### src/rtl/spi_flash_pkg.sv
// constants, field layouts and state codes for the flash read and watermark block
`default_nettype none

package spi_flash_pkg;

	// ------------------------------------------------------------
	// register offsets (byte addresses)
	// ------------------------------------------------------------
	localparam logic [6:0] OFF_TXMARK = 7'h50;
	localparam logic [6:0] OFF_RXMARK = 7'h54;
	localparam logic [6:0] OFF_FLASH_CTRL = 7'h60;
	localparam logic [6:0] OFF_READ_FMT = 7'h64;
	localparam logic [6:0] OFF_INT_EN = 7'h70;
	localparam logic [6:0] OFF_PENDING = 7'h74;

	// ------------------------------------------------------------
	// lane width codes
	// ------------------------------------------------------------
	localparam logic [1:0] PROTO_SINGLE = 2'h0;
	localparam logic [1:0] PROTO_DUAL = 2'h1;
	localparam logic [1:0] PROTO_QUAD = 2'h2;

	// ------------------------------------------------------------
	// read format layout and reset values
	// ------------------------------------------------------------
	typedef struct packed {
		logic [7:0] pad_code;
		logic [7:0] cmd_code;
		logic [1:0] rsvd;
		logic [1:0] data_proto;
		logic [1:0] addr_proto;
		logic [1:0] cmd_proto;
		logic [3:0] pad_cnt;
		logic [2:0] addr_len;
		logic cmd_en;
	} read_fmt_t;

	localparam read_fmt_t READ_FMT_RST = '{pad_code: 8'h00, cmd_code: 8'h03, rsvd: 2'h0,
		data_proto: 2'h0, addr_proto: 2'h0, cmd_proto: 2'h0, pad_cnt: 4'h0,
		addr_len: 3'h3, cmd_en: 1'h1};
	localparam logic [31:0] READ_FMT_WMASK = 32'hffff_3fff;
	localparam logic FLASH_CTRL_RST = 1'h1;
	localparam logic [1:0] INT_EN_RST = 2'h0;
	localparam logic [1:0] PEND_RST = 2'h0;
	localparam logic [2:0] RXMARK_RST = 3'h0;
	localparam logic [2:0] TXMARK_RST_FLASH = 3'h1;
	localparam logic [2:0] TXMARK_RST_PLAIN = 3'h0;
	localparam int BIT_TXWM = 0;
	localparam int BIT_RXWM = 1;
	localparam logic [2:0] MAX_ADDR_BYTES = 3'h4;
	localparam logic [3:0] PAD_PATTERN_BITS = 4'h8;

	// ------------------------------------------------------------
	// timing: serial clock half period
	// ------------------------------------------------------------
	localparam int CLK_PERIOD_NS = 10;
	localparam int SCK_HALF_NS = 40;
	localparam int SCK_HALF_CYC = (SCK_HALF_NS + CLK_PERIOD_NS - 1) / CLK_PERIOD_NS;

	// ------------------------------------------------------------
	// sequencer states, gray along the read path
	// ------------------------------------------------------------
	typedef enum logic [2:0] {
		ST_IDLE = 3'h0,
		ST_CMD = 3'h1,
		ST_ADDR = 3'h3,
		ST_PAD = 3'h2,
		ST_DATA = 3'h6,
		ST_DONE = 3'h7
	} seq_state_t;

endpackage

`default_nettype wire

### src/rtl/spi_flash_watermark.sv
// watermark pending/enable registers and memory-mapped serial flash read sequencer
//
// Chosen here: the strobed register port.
`default_nettype none

// What this block does
// enable register is read/write and clears to zero at reset
// pending register is read only; writes leave it untouched
// transmit pending set while transmit occupancy below transmit mark
// transmit pending drops once occupancy reaches the transmit mark
// receive pending set while receive occupancy above receive mark
// receive pending drops once occupancy falls to the receive mark
// enable bit 0 is transmit, bit 1 receive, upper bits reserved
// pending bit 0 transmit, bit 1 receive, both zero after reset
// flash mode bit 0 of flash control, set after reset
// each mapped access in flash mode runs a whole flash read in hardware; outside it the access is refused with an error
// read order: opcode, address bytes, dummy cycles, data bytes
// format bit 0 enables opcode byte, resets to one
// format bits 3:1 give address byte count 0..4, reset three
// format bits 7:4 give dummy cycle count, reset zero
// format bits 9:8 give opcode lane width, reset single
// format bits 11:10 give address and dummy lane width
// format bits 13:12 give data receive lane width
// format bits 23:16 hold opcode value, reset 0x03
// bits 31:24 driven until eight pattern bits are out: eight dummy bit times single, four dual, two quad
// width codes single, dual, quad; unused data lines left undriven
// transmit mark three bits, reset one when flash capable
// receive mark three bits, reset zero
// interrupt output high when any enabled pending bit is set
module spi_flash_watermark #(
	parameter bit FLASH_CAPABLE = 1'b1,
	parameter int LEVEL_W = 4,
	parameter int SCK_HALF = spi_flash_pkg::SCK_HALF_CYC
) (
	input wire logic clk,
	input wire logic rst_b,
	input wire logic [6:0] reg_addr,
	input wire logic [31:0] reg_wdata,
	input wire logic reg_wr,
	input wire logic reg_rd,
	output logic [31:0] reg_rdata_q,
	input wire logic [LEVEL_W-1:0] tx_level,
	input wire logic [LEVEL_W-1:0] rx_level,
	output logic [2:0] tx_mark_q,
	output logic [2:0] rx_mark_q,
	output logic irq_q,
	input wire logic mem_req,
	input wire logic [31:0] mem_addr,
	output logic mem_ready_q,
	output logic mem_err_q,
	output logic [31:0] mem_rdata_q,
	output logic sck_q,
	output logic cs_b_q,
	output logic [3:0] dq_o_q,
	output logic [3:0] dq_oe_b_q,
	input wire logic [3:0] dq_i
);

	// ------------------------------------------------------------
	// state
	// ------------------------------------------------------------
	logic fen_q;
	spi_flash_pkg::read_fmt_t rd_fmt_q;
	spi_flash_pkg::read_fmt_t fmt_l_q;
	logic [1:0] int_en_q;
	logic [1:0] pend_q;
	logic [3:0] dq_s1_q;
	logic [3:0] dq_s2_q;
	logic [3:0] dq_s3_q;
	logic [3:0] dq_in_q;
	logic [7:0] div_q;
	logic tick;
	spi_flash_pkg::seq_state_t state_q;
	logic [31:0] sh_q;
	logic [31:0] rx_q;
	logic [5:0] cyc_q;
	logic [3:0] pad_left_q;
	logic [1:0] cur_log;
	logic [2:0] step;
	logic take;

	// ------------------------------------------------------------
	// helpers
	// ------------------------------------------------------------
	// log2 of lanes per bit time; the unused code 3 falls back to single
	function automatic logic [1:0] lane_log(input logic [1:0] p);
		lane_log = (p == spi_flash_pkg::PROTO_QUAD) ? 2'h2 :
			(p == spi_flash_pkg::PROTO_DUAL) ? 2'h1 : 2'h0;
	endfunction

	// counts above four are clamped so the shifter never runs dry
	function automatic logic [2:0] addr_bytes(input spi_flash_pkg::read_fmt_t f);
		addr_bytes = (f.addr_len > spi_flash_pkg::MAX_ADDR_BYTES) ?
			spi_flash_pkg::MAX_ADDR_BYTES : f.addr_len;
	endfunction

	// phase that follows, skipping any phase of zero length
	function automatic spi_flash_pkg::seq_state_t next_phase(
		input spi_flash_pkg::seq_state_t from, input spi_flash_pkg::read_fmt_t f);
		next_phase = spi_flash_pkg::ST_DATA;
		if (from != spi_flash_pkg::ST_PAD && f.pad_cnt != 4'h0) begin
			next_phase = spi_flash_pkg::ST_PAD;
		end
		if ((from == spi_flash_pkg::ST_IDLE || from == spi_flash_pkg::ST_CMD)
			&& f.addr_len != 3'h0) begin
			next_phase = spi_flash_pkg::ST_ADDR;
		end
		if (from == spi_flash_pkg::ST_IDLE && f.cmd_en) begin
			next_phase = spi_flash_pkg::ST_CMD;
		end
	endfunction

	// bit times in a phase at its lane width
	function automatic logic [5:0] phase_cycles(input spi_flash_pkg::seq_state_t s,
		input spi_flash_pkg::read_fmt_t f);
		phase_cycles = 6'h20 >> lane_log(f.data_proto);
		if (s == spi_flash_pkg::ST_CMD) begin
			phase_cycles = 6'h08 >> lane_log(f.cmd_proto);
		end
		if (s == spi_flash_pkg::ST_ADDR) begin
			phase_cycles = {addr_bytes(f), 3'h0} >> lane_log(f.addr_proto);
		end
		if (s == spi_flash_pkg::ST_PAD) begin
			phase_cycles = {2'h0, f.pad_cnt};
		end
	endfunction

	// shifter contents on entry to a phase, msb leaves first
	function automatic logic [31:0] phase_load(input spi_flash_pkg::seq_state_t s,
		input spi_flash_pkg::read_fmt_t f, input logic [31:0] a);
		phase_load = 32'h0;
		if (s == spi_flash_pkg::ST_CMD) begin
			phase_load = {f.cmd_code, 24'h0};
		end
		if (s == spi_flash_pkg::ST_ADDR) begin
			phase_load = a << {3'h4 - addr_bytes(f), 3'h0};
		end
		if (s == spi_flash_pkg::ST_PAD) begin
			phase_load = {f.pad_code, 24'h0};
		end
	endfunction

	// ------------------------------------------------------------
	// register writes
	// ------------------------------------------------------------
	// writes to the pending offset fall to the default and change nothing
	always_ff @(posedge clk) begin
		if (!rst_b) begin
			tx_mark_q <= FLASH_CAPABLE ? spi_flash_pkg::TXMARK_RST_FLASH :
				spi_flash_pkg::TXMARK_RST_PLAIN;
			rx_mark_q <= spi_flash_pkg::RXMARK_RST;
			fen_q <= spi_flash_pkg::FLASH_CTRL_RST;
			rd_fmt_q <= spi_flash_pkg::READ_FMT_RST;
			int_en_q <= spi_flash_pkg::INT_EN_RST;
		end else if (reg_wr) begin
			case (reg_addr)
				spi_flash_pkg::OFF_TXMARK: tx_mark_q <= reg_wdata[2:0];
				spi_flash_pkg::OFF_RXMARK: rx_mark_q <= reg_wdata[2:0];
				spi_flash_pkg::OFF_FLASH_CTRL: fen_q <= reg_wdata[0];
				spi_flash_pkg::OFF_READ_FMT: begin
					rd_fmt_q <= spi_flash_pkg::read_fmt_t'(reg_wdata & spi_flash_pkg::READ_FMT_WMASK);
				end
				spi_flash_pkg::OFF_INT_EN: int_en_q <= reg_wdata[1:0];
				default: ;
			endcase
		end
	end

	// ------------------------------------------------------------
	// register reads, data valid only in the cycle after the strobe
	// ------------------------------------------------------------
	always_ff @(posedge clk) begin
		if (!rst_b) begin
			reg_rdata_q <= 32'h0;
		end else if (reg_rd) begin
			case (reg_addr)
				spi_flash_pkg::OFF_TXMARK: reg_rdata_q <= {29'h0, tx_mark_q};
				spi_flash_pkg::OFF_RXMARK: reg_rdata_q <= {29'h0, rx_mark_q};
				spi_flash_pkg::OFF_FLASH_CTRL: reg_rdata_q <= {31'h0, fen_q};
				spi_flash_pkg::OFF_READ_FMT: reg_rdata_q <= rd_fmt_q;
				spi_flash_pkg::OFF_INT_EN: reg_rdata_q <= {30'h0, int_en_q};
				spi_flash_pkg::OFF_PENDING: reg_rdata_q <= {30'h0, pend_q};
				default: reg_rdata_q <= 32'h0;
			endcase
		end else begin
			reg_rdata_q <= 32'h0;
		end
	end

	// ------------------------------------------------------------
	// watermark conditions and interrupt line
	// ------------------------------------------------------------
	// pending follows the levels, so it clears itself with no software write
	always_ff @(posedge clk) begin
		if (!rst_b) begin
			pend_q <= spi_flash_pkg::PEND_RST;
		end else begin
			pend_q[spi_flash_pkg::BIT_TXWM] <= tx_level < LEVEL_W'(tx_mark_q);
			pend_q[spi_flash_pkg::BIT_RXWM] <= rx_level > LEVEL_W'(rx_mark_q);
		end
	end

	always_ff @(posedge clk) begin
		if (!rst_b) begin
			irq_q <= 1'b0;
		end else begin
			irq_q <= |(pend_q & int_en_q);
		end
	end

	// ------------------------------------------------------------
	// data line synchroniser: a bit changes once stages two and three agree
	// ------------------------------------------------------------
	always_ff @(posedge clk) begin
		if (!rst_b) begin
			dq_s1_q <= 4'h0;
			dq_s2_q <= 4'h0;
			dq_s3_q <= 4'h0;
			dq_in_q <= 4'h0;
		end else begin
			dq_s1_q <= dq_i;
			dq_s2_q <= dq_s1_q;
			dq_s3_q <= dq_s2_q;
			dq_in_q <= (dq_s2_q & ~(dq_s2_q ^ dq_s3_q)) | (dq_in_q & (dq_s2_q ^ dq_s3_q));
		end
	end

	// ------------------------------------------------------------
	// serial clock divider, runs only while a read is under way
	// ------------------------------------------------------------
	assign tick = (div_q == 8'(SCK_HALF - 1));
	assign take = (state_q == spi_flash_pkg::ST_IDLE) && mem_req && !mem_ready_q;

	always_ff @(posedge clk) begin
		if (!rst_b || state_q == spi_flash_pkg::ST_IDLE || state_q == spi_flash_pkg::ST_DONE) begin
			div_q <= 8'h0;
		end else begin
			div_q <= tick ? 8'h0 : div_q + 8'h1;
		end
	end

	// lane width of the phase in flight
	always_comb begin
		unique case (state_q)
			spi_flash_pkg::ST_CMD: cur_log = lane_log(fmt_l_q.cmd_proto);
			spi_flash_pkg::ST_ADDR, spi_flash_pkg::ST_PAD: begin
				cur_log = lane_log(fmt_l_q.addr_proto);
			end
			default: cur_log = lane_log(fmt_l_q.data_proto);
		endcase
		step = 3'h1 << cur_log;
	end

	// ------------------------------------------------------------
	// read sequencer: mode 0, shift on falling edge, sample on rising
	// ------------------------------------------------------------
	// the format is latched at start so a mid-read write cannot tear a frame
	always_ff @(posedge clk) begin
		if (!rst_b) begin
			state_q <= spi_flash_pkg::ST_IDLE;
			fmt_l_q <= spi_flash_pkg::READ_FMT_RST;
			sh_q <= 32'h0;
			rx_q <= 32'h0;
			cyc_q <= 6'h0;
			pad_left_q <= 4'h0;
			sck_q <= 1'b0;
			cs_b_q <= 1'b1;
			mem_ready_q <= 1'b0;
			mem_err_q <= 1'b0;
			mem_rdata_q <= 32'h0;
		end else begin
			mem_ready_q <= 1'b0;
			mem_err_q <= 1'b0;
			unique case (state_q)
				spi_flash_pkg::ST_IDLE: begin
					if (take && !fen_q) begin
						mem_ready_q <= 1'b1;
						mem_err_q <= 1'b1;
					end else if (take) begin
						state_q <= next_phase(spi_flash_pkg::ST_IDLE, rd_fmt_q);
						fmt_l_q <= rd_fmt_q;
						sh_q <= phase_load(next_phase(spi_flash_pkg::ST_IDLE, rd_fmt_q),
							rd_fmt_q, mem_addr);
						cyc_q <= phase_cycles(next_phase(spi_flash_pkg::ST_IDLE, rd_fmt_q),
							rd_fmt_q);
						pad_left_q <= spi_flash_pkg::PAD_PATTERN_BITS;
						cs_b_q <= 1'b0;
						rx_q <= 32'h0;
					end
				end
				spi_flash_pkg::ST_CMD, spi_flash_pkg::ST_ADDR, spi_flash_pkg::ST_PAD,
				spi_flash_pkg::ST_DATA: begin
					if (tick && !sck_q) begin
						sck_q <= 1'b1;
						if (state_q == spi_flash_pkg::ST_DATA) begin
							unique case (cur_log)
								2'h0: rx_q <= {rx_q[30:0], dq_in_q[1]};
								2'h1: rx_q <= {rx_q[29:0], dq_in_q[1:0]};
								default: rx_q <= {rx_q[27:0], dq_in_q};
							endcase
						end
					end else if (tick) begin
						sck_q <= 1'b0;
						sh_q <= sh_q << step;
						cyc_q <= cyc_q - 6'h1;
						if (state_q == spi_flash_pkg::ST_PAD) begin
							pad_left_q <= (pad_left_q > {1'b0, step}) ?
								pad_left_q - {1'b0, step} : 4'h0;
						end
						if (cyc_q == 6'h1 && state_q == spi_flash_pkg::ST_DATA) begin
							state_q <= spi_flash_pkg::ST_DONE;
						end else if (cyc_q == 6'h1) begin
							state_q <= next_phase(state_q, fmt_l_q);
							sh_q <= phase_load(next_phase(state_q, fmt_l_q), fmt_l_q, mem_addr);
							cyc_q <= phase_cycles(next_phase(state_q, fmt_l_q), fmt_l_q);
						end
					end
				end
				spi_flash_pkg::ST_DONE: begin
					// first flash byte lands in the low byte of the word
					state_q <= spi_flash_pkg::ST_IDLE;
					cs_b_q <= 1'b1;
					mem_ready_q <= 1'b1;
					mem_rdata_q <= {rx_q[7:0], rx_q[15:8], rx_q[23:16], rx_q[31:24]};
				end
				default: begin
					state_q <= spi_flash_pkg::ST_IDLE;
					cs_b_q <= 1'b1;
				end
			endcase
		end
	end

	// ------------------------------------------------------------
	// data line drive, one cycle behind the shifter
	// ------------------------------------------------------------
	// lines not used by the width, receive phases and idle are released
	always_ff @(posedge clk) begin
		if (!rst_b) begin
			dq_o_q <= 4'h0;
			dq_oe_b_q <= 4'hf;
		end else if (state_q == spi_flash_pkg::ST_IDLE || state_q == spi_flash_pkg::ST_DONE ||
			state_q == spi_flash_pkg::ST_DATA ||
			(state_q == spi_flash_pkg::ST_PAD && pad_left_q == 4'h0)) begin
			dq_o_q <= 4'h0;
			dq_oe_b_q <= 4'hf;
		end else begin
			unique case (cur_log)
				2'h0: begin
					dq_o_q <= {3'h0, sh_q[31]};
					dq_oe_b_q <= 4'he;
				end
				2'h1: begin
					dq_o_q <= {2'h0, sh_q[31:30]};
					dq_oe_b_q <= 4'hc;
				end
				default: begin
					dq_o_q <= sh_q[31:28];
					dq_oe_b_q <= 4'h0;
				end
			endcase
		end
	end
endmodule

`default_nettype wire

### config.mk
export PLATFORM = sky130hd
export DESIGN_NAME = spi_flash_watermark
export DESIGN_NICKNAME = d
export VERILOG_FILES = /design/src/rtl/spi_flash_pkg.sv /design/src/rtl/spi_flash_watermark.sv
export SDC_FILE = /design/constraint.sdc
export NUM_CORES = 1
export LEC_CHECK = 0
export BUFFER_PORTS_ARGS = -buffer_cell sky130_fd_sc_hd__buf_2
export CORE_ASPECT_RATIO = 0.75
export CORE_MARGIN = 2
export CORE_UTILIZATION = 40
export CTS_BUF_LIST = sky130_fd_sc_hd__clkbuf_8
export DETAILED_ROUTE_END_ITERATION = 12
export PLACE_DENSITY = 0.66
export RECOVER_POWER = 50
export SLEW_MARGIN = 10
export SYNTH_ARGS = -nofsm -noshare
export SYNTH_HDL_FRONTEND = slang
export SYNTH_SLANG_ARGS = --single-unit
export TNS_END_PERCENT = 1
### constraint.sdc
create_clock -name clk -period 4.1 [get_ports clk]
set_clock_uncertainty 0.15 [all_clocks]
set_input_delay 0.82 -clock clk [delete_from_list [all_inputs] [get_ports clk]]
set_output_delay 0.82 -clock clk [all_outputs]
set_load 0.02 [all_outputs]
After elaboration in Yosys (flattened, before gate mapping)
Index checks and enable logic that the tools add are counted.
{ "op_classes": {"add_sub_neg": 5, "multipliers": 0, "n_div": 0, "order_cmp": 5, "n_eq_ne": 41, "shift": 10, "n_mux": 84, "bitwise_logic": 9, "n_reduce_logical": 47} }
{ "op_table": {"columns": ["cell", "n"], "rows": [
  ["32-bit two-way mux", 16],
  ["32-bit one-hot mux with 2 select lines", 3],
  ["32-bit one-hot mux with 6 select lines", 1],
  ["6-bit two-way mux", 12],
  ["32-bit by 6-bit left shift with 32-bit output", 2],
  ["3-bit two-way mux", 21],
  ["7-bit equality test, second input constant", 6],
  ["32-bit by 3-bit left shift with 32-bit output", 1],
  ["4-bit two-way mux", 6],
  ["4-bit one-hot mux with 2 select lines", 3],
  ["3-bit by 2-bit equality test with 1-bit output, second input constant", 6],
  ["2-bit AND reduction", 8],
  ["5-bit AND reduction", 3],
  ["2-bit by 1-bit equality test with 1-bit output, second input constant", 7],
  ["2-bit != test, second input constant", 7],
  ["2-bit equality test, second input constant", 6],
  ["2-bit two-way mux", 6],
  ["6-bit one-hot mux with 2 select lines", 1],
  ["4-bit by 2-bit >> shifter with 6-bit output, first input constant", 2],
  ["6-bit by 2-bit >> shifter with 6-bit output", 2],
  ["6-bit by 2-bit >> shifter with 6-bit output, first input constant", 2],
  ["1-bit two-way mux", 11],
  ["3-bit by 1-bit equality test with 1-bit output, second input constant", 3],
  ["1-bit logical AND", 9],
  ["34 further kinds", 57]
]} }
{ "totals": {"reg_bits": 249, "latch_bits": 0, "ram_bits": 0, "mem_bits_ro": 0, "wordCells": 241, "mem_count": 0} }

Longest topological paths before layout
{ "logic_depth": {"depth_word": 20, "mapped_depth": 16} }

Worst setup path after synthesis
OpenSTA, ideal clock, no wires.
{ "synth_path": {"path_kind": "register to register", "from": "reg rd_fmt_q[1] in the netlist's numbering", "to": "reg sh_q[24]", "setup_time_ns": 0.119, "arrival_ns": 3.005, "slack_ns": 0.826, "path_stages_with_launch": 13, "path_buffers": 5, "path_cell_list": "dfxtp_1 -> buf_2 -> nor2b_1 -> buf_2 -> buf_2 -> clkbuf_1 -> inv_1 -> ha_1 -> clkbuf_1 -> mux4_2 -> a222oi_1 -> o21ai_0 -> o221a_2"} }
{ "synth_between": {"elab_chain_cells": 14, "word_cells_on_any_way": 20, "classes_between": "add/sub: 1; order compare: 1; eq/ne: 3; shift: 1; mux: 13; reduce/logical: 1"} }
{ "synth_lines": {"columns": ["item", "line", "rtl"], "rows": [
  ["start, declared", "spi_flash_watermark.sv:63", "spi_flash_pkg::read_fmt_t rd_fmt_q;"],
  ["start signal, assigned", "spi_flash_watermark.sv:153", "rd_fmt_q <= spi_flash_pkg::READ_FMT_RST;"],
  ["start signal, assigned", "spi_flash_watermark.sv:161", "rd_fmt_q <= spi_flash_pkg::read_fmt_t'(reg_wdata & spi_flash_pkg::READ_FMT_WMASK);"],
  ["branches (longest 10 deep; another with 3-bit greater-than comparator)", null, null],
  ["32-bit two-way mux (*)", "spi_flash_watermark.sv:138", "if (s == spi_flash_pkg::ST_PAD) begin"],
  ["32-bit two-way mux (*)", "spi_flash_watermark.sv:279", "end else if (take) begin"],
  ["32-bit two-way mux (*)", "spi_flash_watermark.sv:276", "if (take && !fen_q) begin"],
  ["32-bit one-hot mux with 2 select lines (*)", "spi_flash_watermark.sv:274", "unique case (state_q)"],
  ["end signal, assigned", "spi_flash_watermark.sv:282", "sh_q <= phase_load(next_phase(spi_flash_pkg::ST_IDLE, rd_fmt_q),"],
  ["end signal, assigned", "spi_flash_watermark.sv:304", "sh_q <= sh_q << step;"],
  ["end signal, assigned", "spi_flash_watermark.sv:314", "sh_q <= phase_load(next_phase(state_q, fmt_l_q), fmt_l_q, mem_addr);"],
  ["end, declared", "spi_flash_watermark.sv:74", "logic [31:0] sh_q;"]
]} }
Mark *: on every way between the ends. The select of a mux whose other input is x is not followed.
A chain may end at the register's enable or synchronous reset.

Worst setup path in the final report
{ "layout_path": {"from": "reg state_q[2]", "to": "reg pad_left_q[2]"} }
{ "layout_between": {"elab_chain_cells": 10, "word_cells_on_any_way": 26, "classes_between": "add/sub: 1; order compare: 1; eq/ne: 9; shift: 1; mux: 6; reduce/logical: 8"} }
{ "layout_lines": {"columns": ["item", "line", "rtl"], "rows": [
  ["start, declared", "spi_flash_watermark.sv:73", "spi_flash_pkg::seq_state_t state_q;"],
  ["start signal, assigned", "spi_flash_watermark.sv:260", "state_q <= spi_flash_pkg::ST_IDLE;"],
  ["start signal, assigned", "spi_flash_watermark.sv:280", "state_q <= next_phase(spi_flash_pkg::ST_IDLE, rd_fmt_q);"],
  ["start signal, assigned", "spi_flash_watermark.sv:311", "state_q <= spi_flash_pkg::ST_DONE;"],
  ["3-bit by 2-bit equality test with 1-bit output, on equally long branches", "spi_flash_watermark.sv:244, spi_flash_watermark.sv:274, spi_flash_watermark.sv:306", null],
  ["2-bit OR reduction", "spi_flash_watermark.sv:244", "unique case (state_q)"],
  ["2-bit one-hot mux with 2 select lines", "spi_flash_watermark.sv:244", null],
  ["1-bit by 2-bit left shift with 3-bit output", "spi_flash_watermark.sv:251", "step = 3'h1 << cur_log;"],
  ["4-bit by 3-bit subtractor with 4-bit output or 4-bit by 3-bit greater-than comparator with 1-bit output (tied branches)", "spi_flash_watermark.sv:308, spi_flash_watermark.sv:307", null],
  ["4-bit two-way mux", "spi_flash_watermark.sv:307", "pad_left_q <= (pad_left_q > {1'b0, step}) ?"],
  ["4-bit two-way mux", "spi_flash_watermark.sv:306", "if (state_q == spi_flash_pkg::ST_PAD) begin"],
  ["4-bit two-way mux", "spi_flash_watermark.sv:302", "end else if (tick) begin"],
  ["4-bit two-way mux", "spi_flash_watermark.sv:293", "if (tick && !sck_q) begin"],
  ["4-bit one-hot mux with 2 select lines", "spi_flash_watermark.sv:274", null],
  ["end signal, assigned", "spi_flash_watermark.sv:286", "pad_left_q <= spi_flash_pkg::PAD_PATTERN_BITS;"],
  ["end signal, assigned", "spi_flash_watermark.sv:307", null],
  ["end, declared", "spi_flash_watermark.sv:77", "logic [3:0] pad_left_q;"]
]} }
Parallel ways exist; a longest one is shown, timed or not. The select of a mux whose other input is x is not followed.

==> impl_metrics.toml <==
[sta]
worst_slew_pin_slew_ns = 1.85
min_period_over_period_pct = 85.6
hold_slack_ns = 0.285
hold_viol = 0
fin_crit_ns = 3.51
fmax_mhz = 285
setup_viol = 0
slew_headroom_pct = -23.4
fin_setup_tns_ns = 0
slew_viol_final = 153
rsz0062_at_grt = "false"

[global_route]
grt_use_total_pct = 22.9
grt_pass1_vias = 11600
grt_first_pass_wirelength_um = 63200
grt_max_degree = 79
antenna_found_initial = 0
overflow = 0

[worst_setup_path]
cp-end-kind = "register"
cp_slowest_cell = "dfxtp_1"
critical_path_class = "reg2reg"
crit_fanout = 17
crit_family = "simple AND/OR/NAND/NOR gates"
cp.required_ns = 4.32
critPathBufInv = 2
arrival_ns = 3.72
startpoint_type = "register"
cpPeakStageDelay_ns = 0.50
crit_path_cell_trace = "nor2b_1 > nor3b_1 > o21ai_2 > inv_2 > ha_1 > inv_1 > fa_1 > a21oi_1 > a31oi_1 > o21ai_0 > nor3b_1 > a21oi_1 > nor2_1"

[floorplanning]
die_x_um = 212
die_area_um2 = 33900
rows = 57
io_pins = 171
initial_core_util_pct = 40.4
die_y_um = 160
core_um2 = 32200

[cells_and_area]
drive_above_1_share_pct = 15.3
multi_input_area_um2 = 7350
layout_common_cells = "nand2_1 (248), dfxtp_1 (246), nor2_1 (110), a21oi_1 (110), buf_2 (104)"
final_common_cell = "nand2_1"
area_growth_pct = 14.5
diodes = 0
register_area_um2 = 4920
fillers = 3220
nets = 1788

[clocking]
post_cts_resized = 0
root_buffer = "clkbuf_8"
clk_pin_slew_ns = 0.07
post_cts_buffers = 0
cts_tree = "built"
cts_inserted_buffers = 41
holdBufCountCts = 0
cts.sinks = 246
worstSkewPairLatency_ns = 0.58
htree_levels = 2
clockBufferDepth = 3

[detailed_routing]
dr.first_iter.drc_count = 1235
route.detailed.drc = 0
routed_wl_um = 39700
via_per_inst = 5.81
wl_per_cell_um = 18.4
drtPass1Iterations = 6
via_count = 12500
detail-route-antenna-nets = 0

[power]
irDropWorstVdd_uv = 805
power_leakage_nw = 5.62
powerDensity_nw_per_um2 = 654

[synth]
ys.flop_type = "dfxtp_1"
synth_top_area_cell = "dfxtp_1"
synth_area_leaders = "dfxtp_1 (38%), nand2_1 (7.2%), mux2i_1 (5.0%)"
synth_cells = 1564
synth_edf_count = 0
synth_top_area_share_pct = 37.9
seq_area_frac_synth_pct = 37.9
yosysWarnings = 0
async_reset_ff_share_pct = 0
syn_area_per_cell_um2 = 8.30
netlist_area_um2 = 13000
synth-seq-cells = 246
ys_types = 83

[worst_hold_path]
hold_path_class = "reg2reg"

[placed_design]
gp_routability_congestion = 0.944
place_hpwl_um = 27100
port_buffers = 166

[run_status]
status = "finished, violations left"
violations = "max-capacitance violations, max-slew violations"

[job]
maxCapViolations = 3
==> where the power goes <==
part | total, mW | switching (mW) | internal [mW]
logic | 4.58 | 2.95 | 1.63
registers | 2.86 | 0.253 | 2.60
clock network | 2.29 | 1.07 | 1.22
==> per-layer routing <==
layer  wire length [µm]  global-route usage, %
met4                807                   6.56
met2              16800                   33.6
met3               3370                   4.54
met5                  0                      0
met1              18700                   33.8
==> registers in the layout, indices dropped and copies added (netlist names), 2 cells and up, named ones only <==
register and count:
mem_rdata_q 32, rx_q 32, sh_q 32, fmt_l_q 30, rd_fmt_q 30, reg_rdata_q 30
div_q 8, cyc_q 6, dq_o_q 4, dq_s1_q 4, dq_s2_q 4, dq_s3_q 4
pad_left_q 4, dq_oe_b_q 3, rx_mark_q 3, state_q 3, tx_mark_q 3, int_en_q 2
pend_q 2
==> stage by stage <==
| step | util (%) | cell area, µm² | setup slack [ns] | power (mW) | cells |
|---|---|---|---|---|---|
| final | 46.2 | 14900 | 0.591 | 9.72 | 2150 |
| after global routing | 46.2 | 14900 | 0.303 | 10.3 | 2150 |
| after CTS | 46.6 | 15000 | 0.707 | 9.67 | 2150 |
| after detailed placement | 43.9 | 14100 | 0.739 | 7.36 | 2075 |
| after global placement | 43.9 | 14100 | 0.826 | 7.31 | 2075 |
| after floorplan | - | 13000 | 0.826 | 6.21 | 1565 |
==> synth_stat cells, types with 10 or more instances <==
cell,count
buf_2,30
mux4_2,13
a311oi_1,31
nor3_1,25
nor2b_1,35
a221oi_1,23
nor2_1,112
a21oi_1,112
o221a_2,10
nand3_1,42
a31oi_1,14
o21a_1,34
ha_1,23
inv_1,44
clkbuf_1,84
o22ai_1,26
o21ai_0,58
and3_1,11
nand2b_1,13
a211oi_1,10
nand2_1,248
a22o_1,34
mux2i_1,65
and2_1,42
dfxtp_1,246
==> layout make-up <==
class,count,share of cell area (%)
well taps,442,3.72
repair buffers,199,6.70
clock inverters,23,1.00
inverters,48,1.21
clock buffers,52,4.81
multi-input cells,1140,49.4
flip-flops and latches,246,33.1
==> kinds of logic (layout without fill, tap and decap cells) <==
| group | after synthesis | count (layout) | share of synthesized area [%] |
|---|---|---|---|
| compound gates | 443 | 443 | 24.2 |
| xor+xnor | 14 | 14 | 0.944 |
| fa+ha+maj | 24 | 24 | 2.37 |
| buf+inv | 179 | 322 | 5.92 |
| flops | 246 | 246 | 37.9 |
| mux | 89 | 89 | 8.22 |
| other cells | 1 | 2 | 0.0289 |
| simple gates | 568 | 568 | 20.4 |
==> final timing paths <==
kind,endpoint,cells past startpoint,startpoint,slack (ns)
max,pad_left_q[2],13,state_q[2],0.59
min,dq_s2_q[1],1,dq_s1_q[1],0.29
max reg2reg,pad_left_q[2],13,state_q[2],0.59
min reg2reg,dq_s2_q[1],1,dq_s1_q[1],0.29
Power figures use the tool's default switching activity.
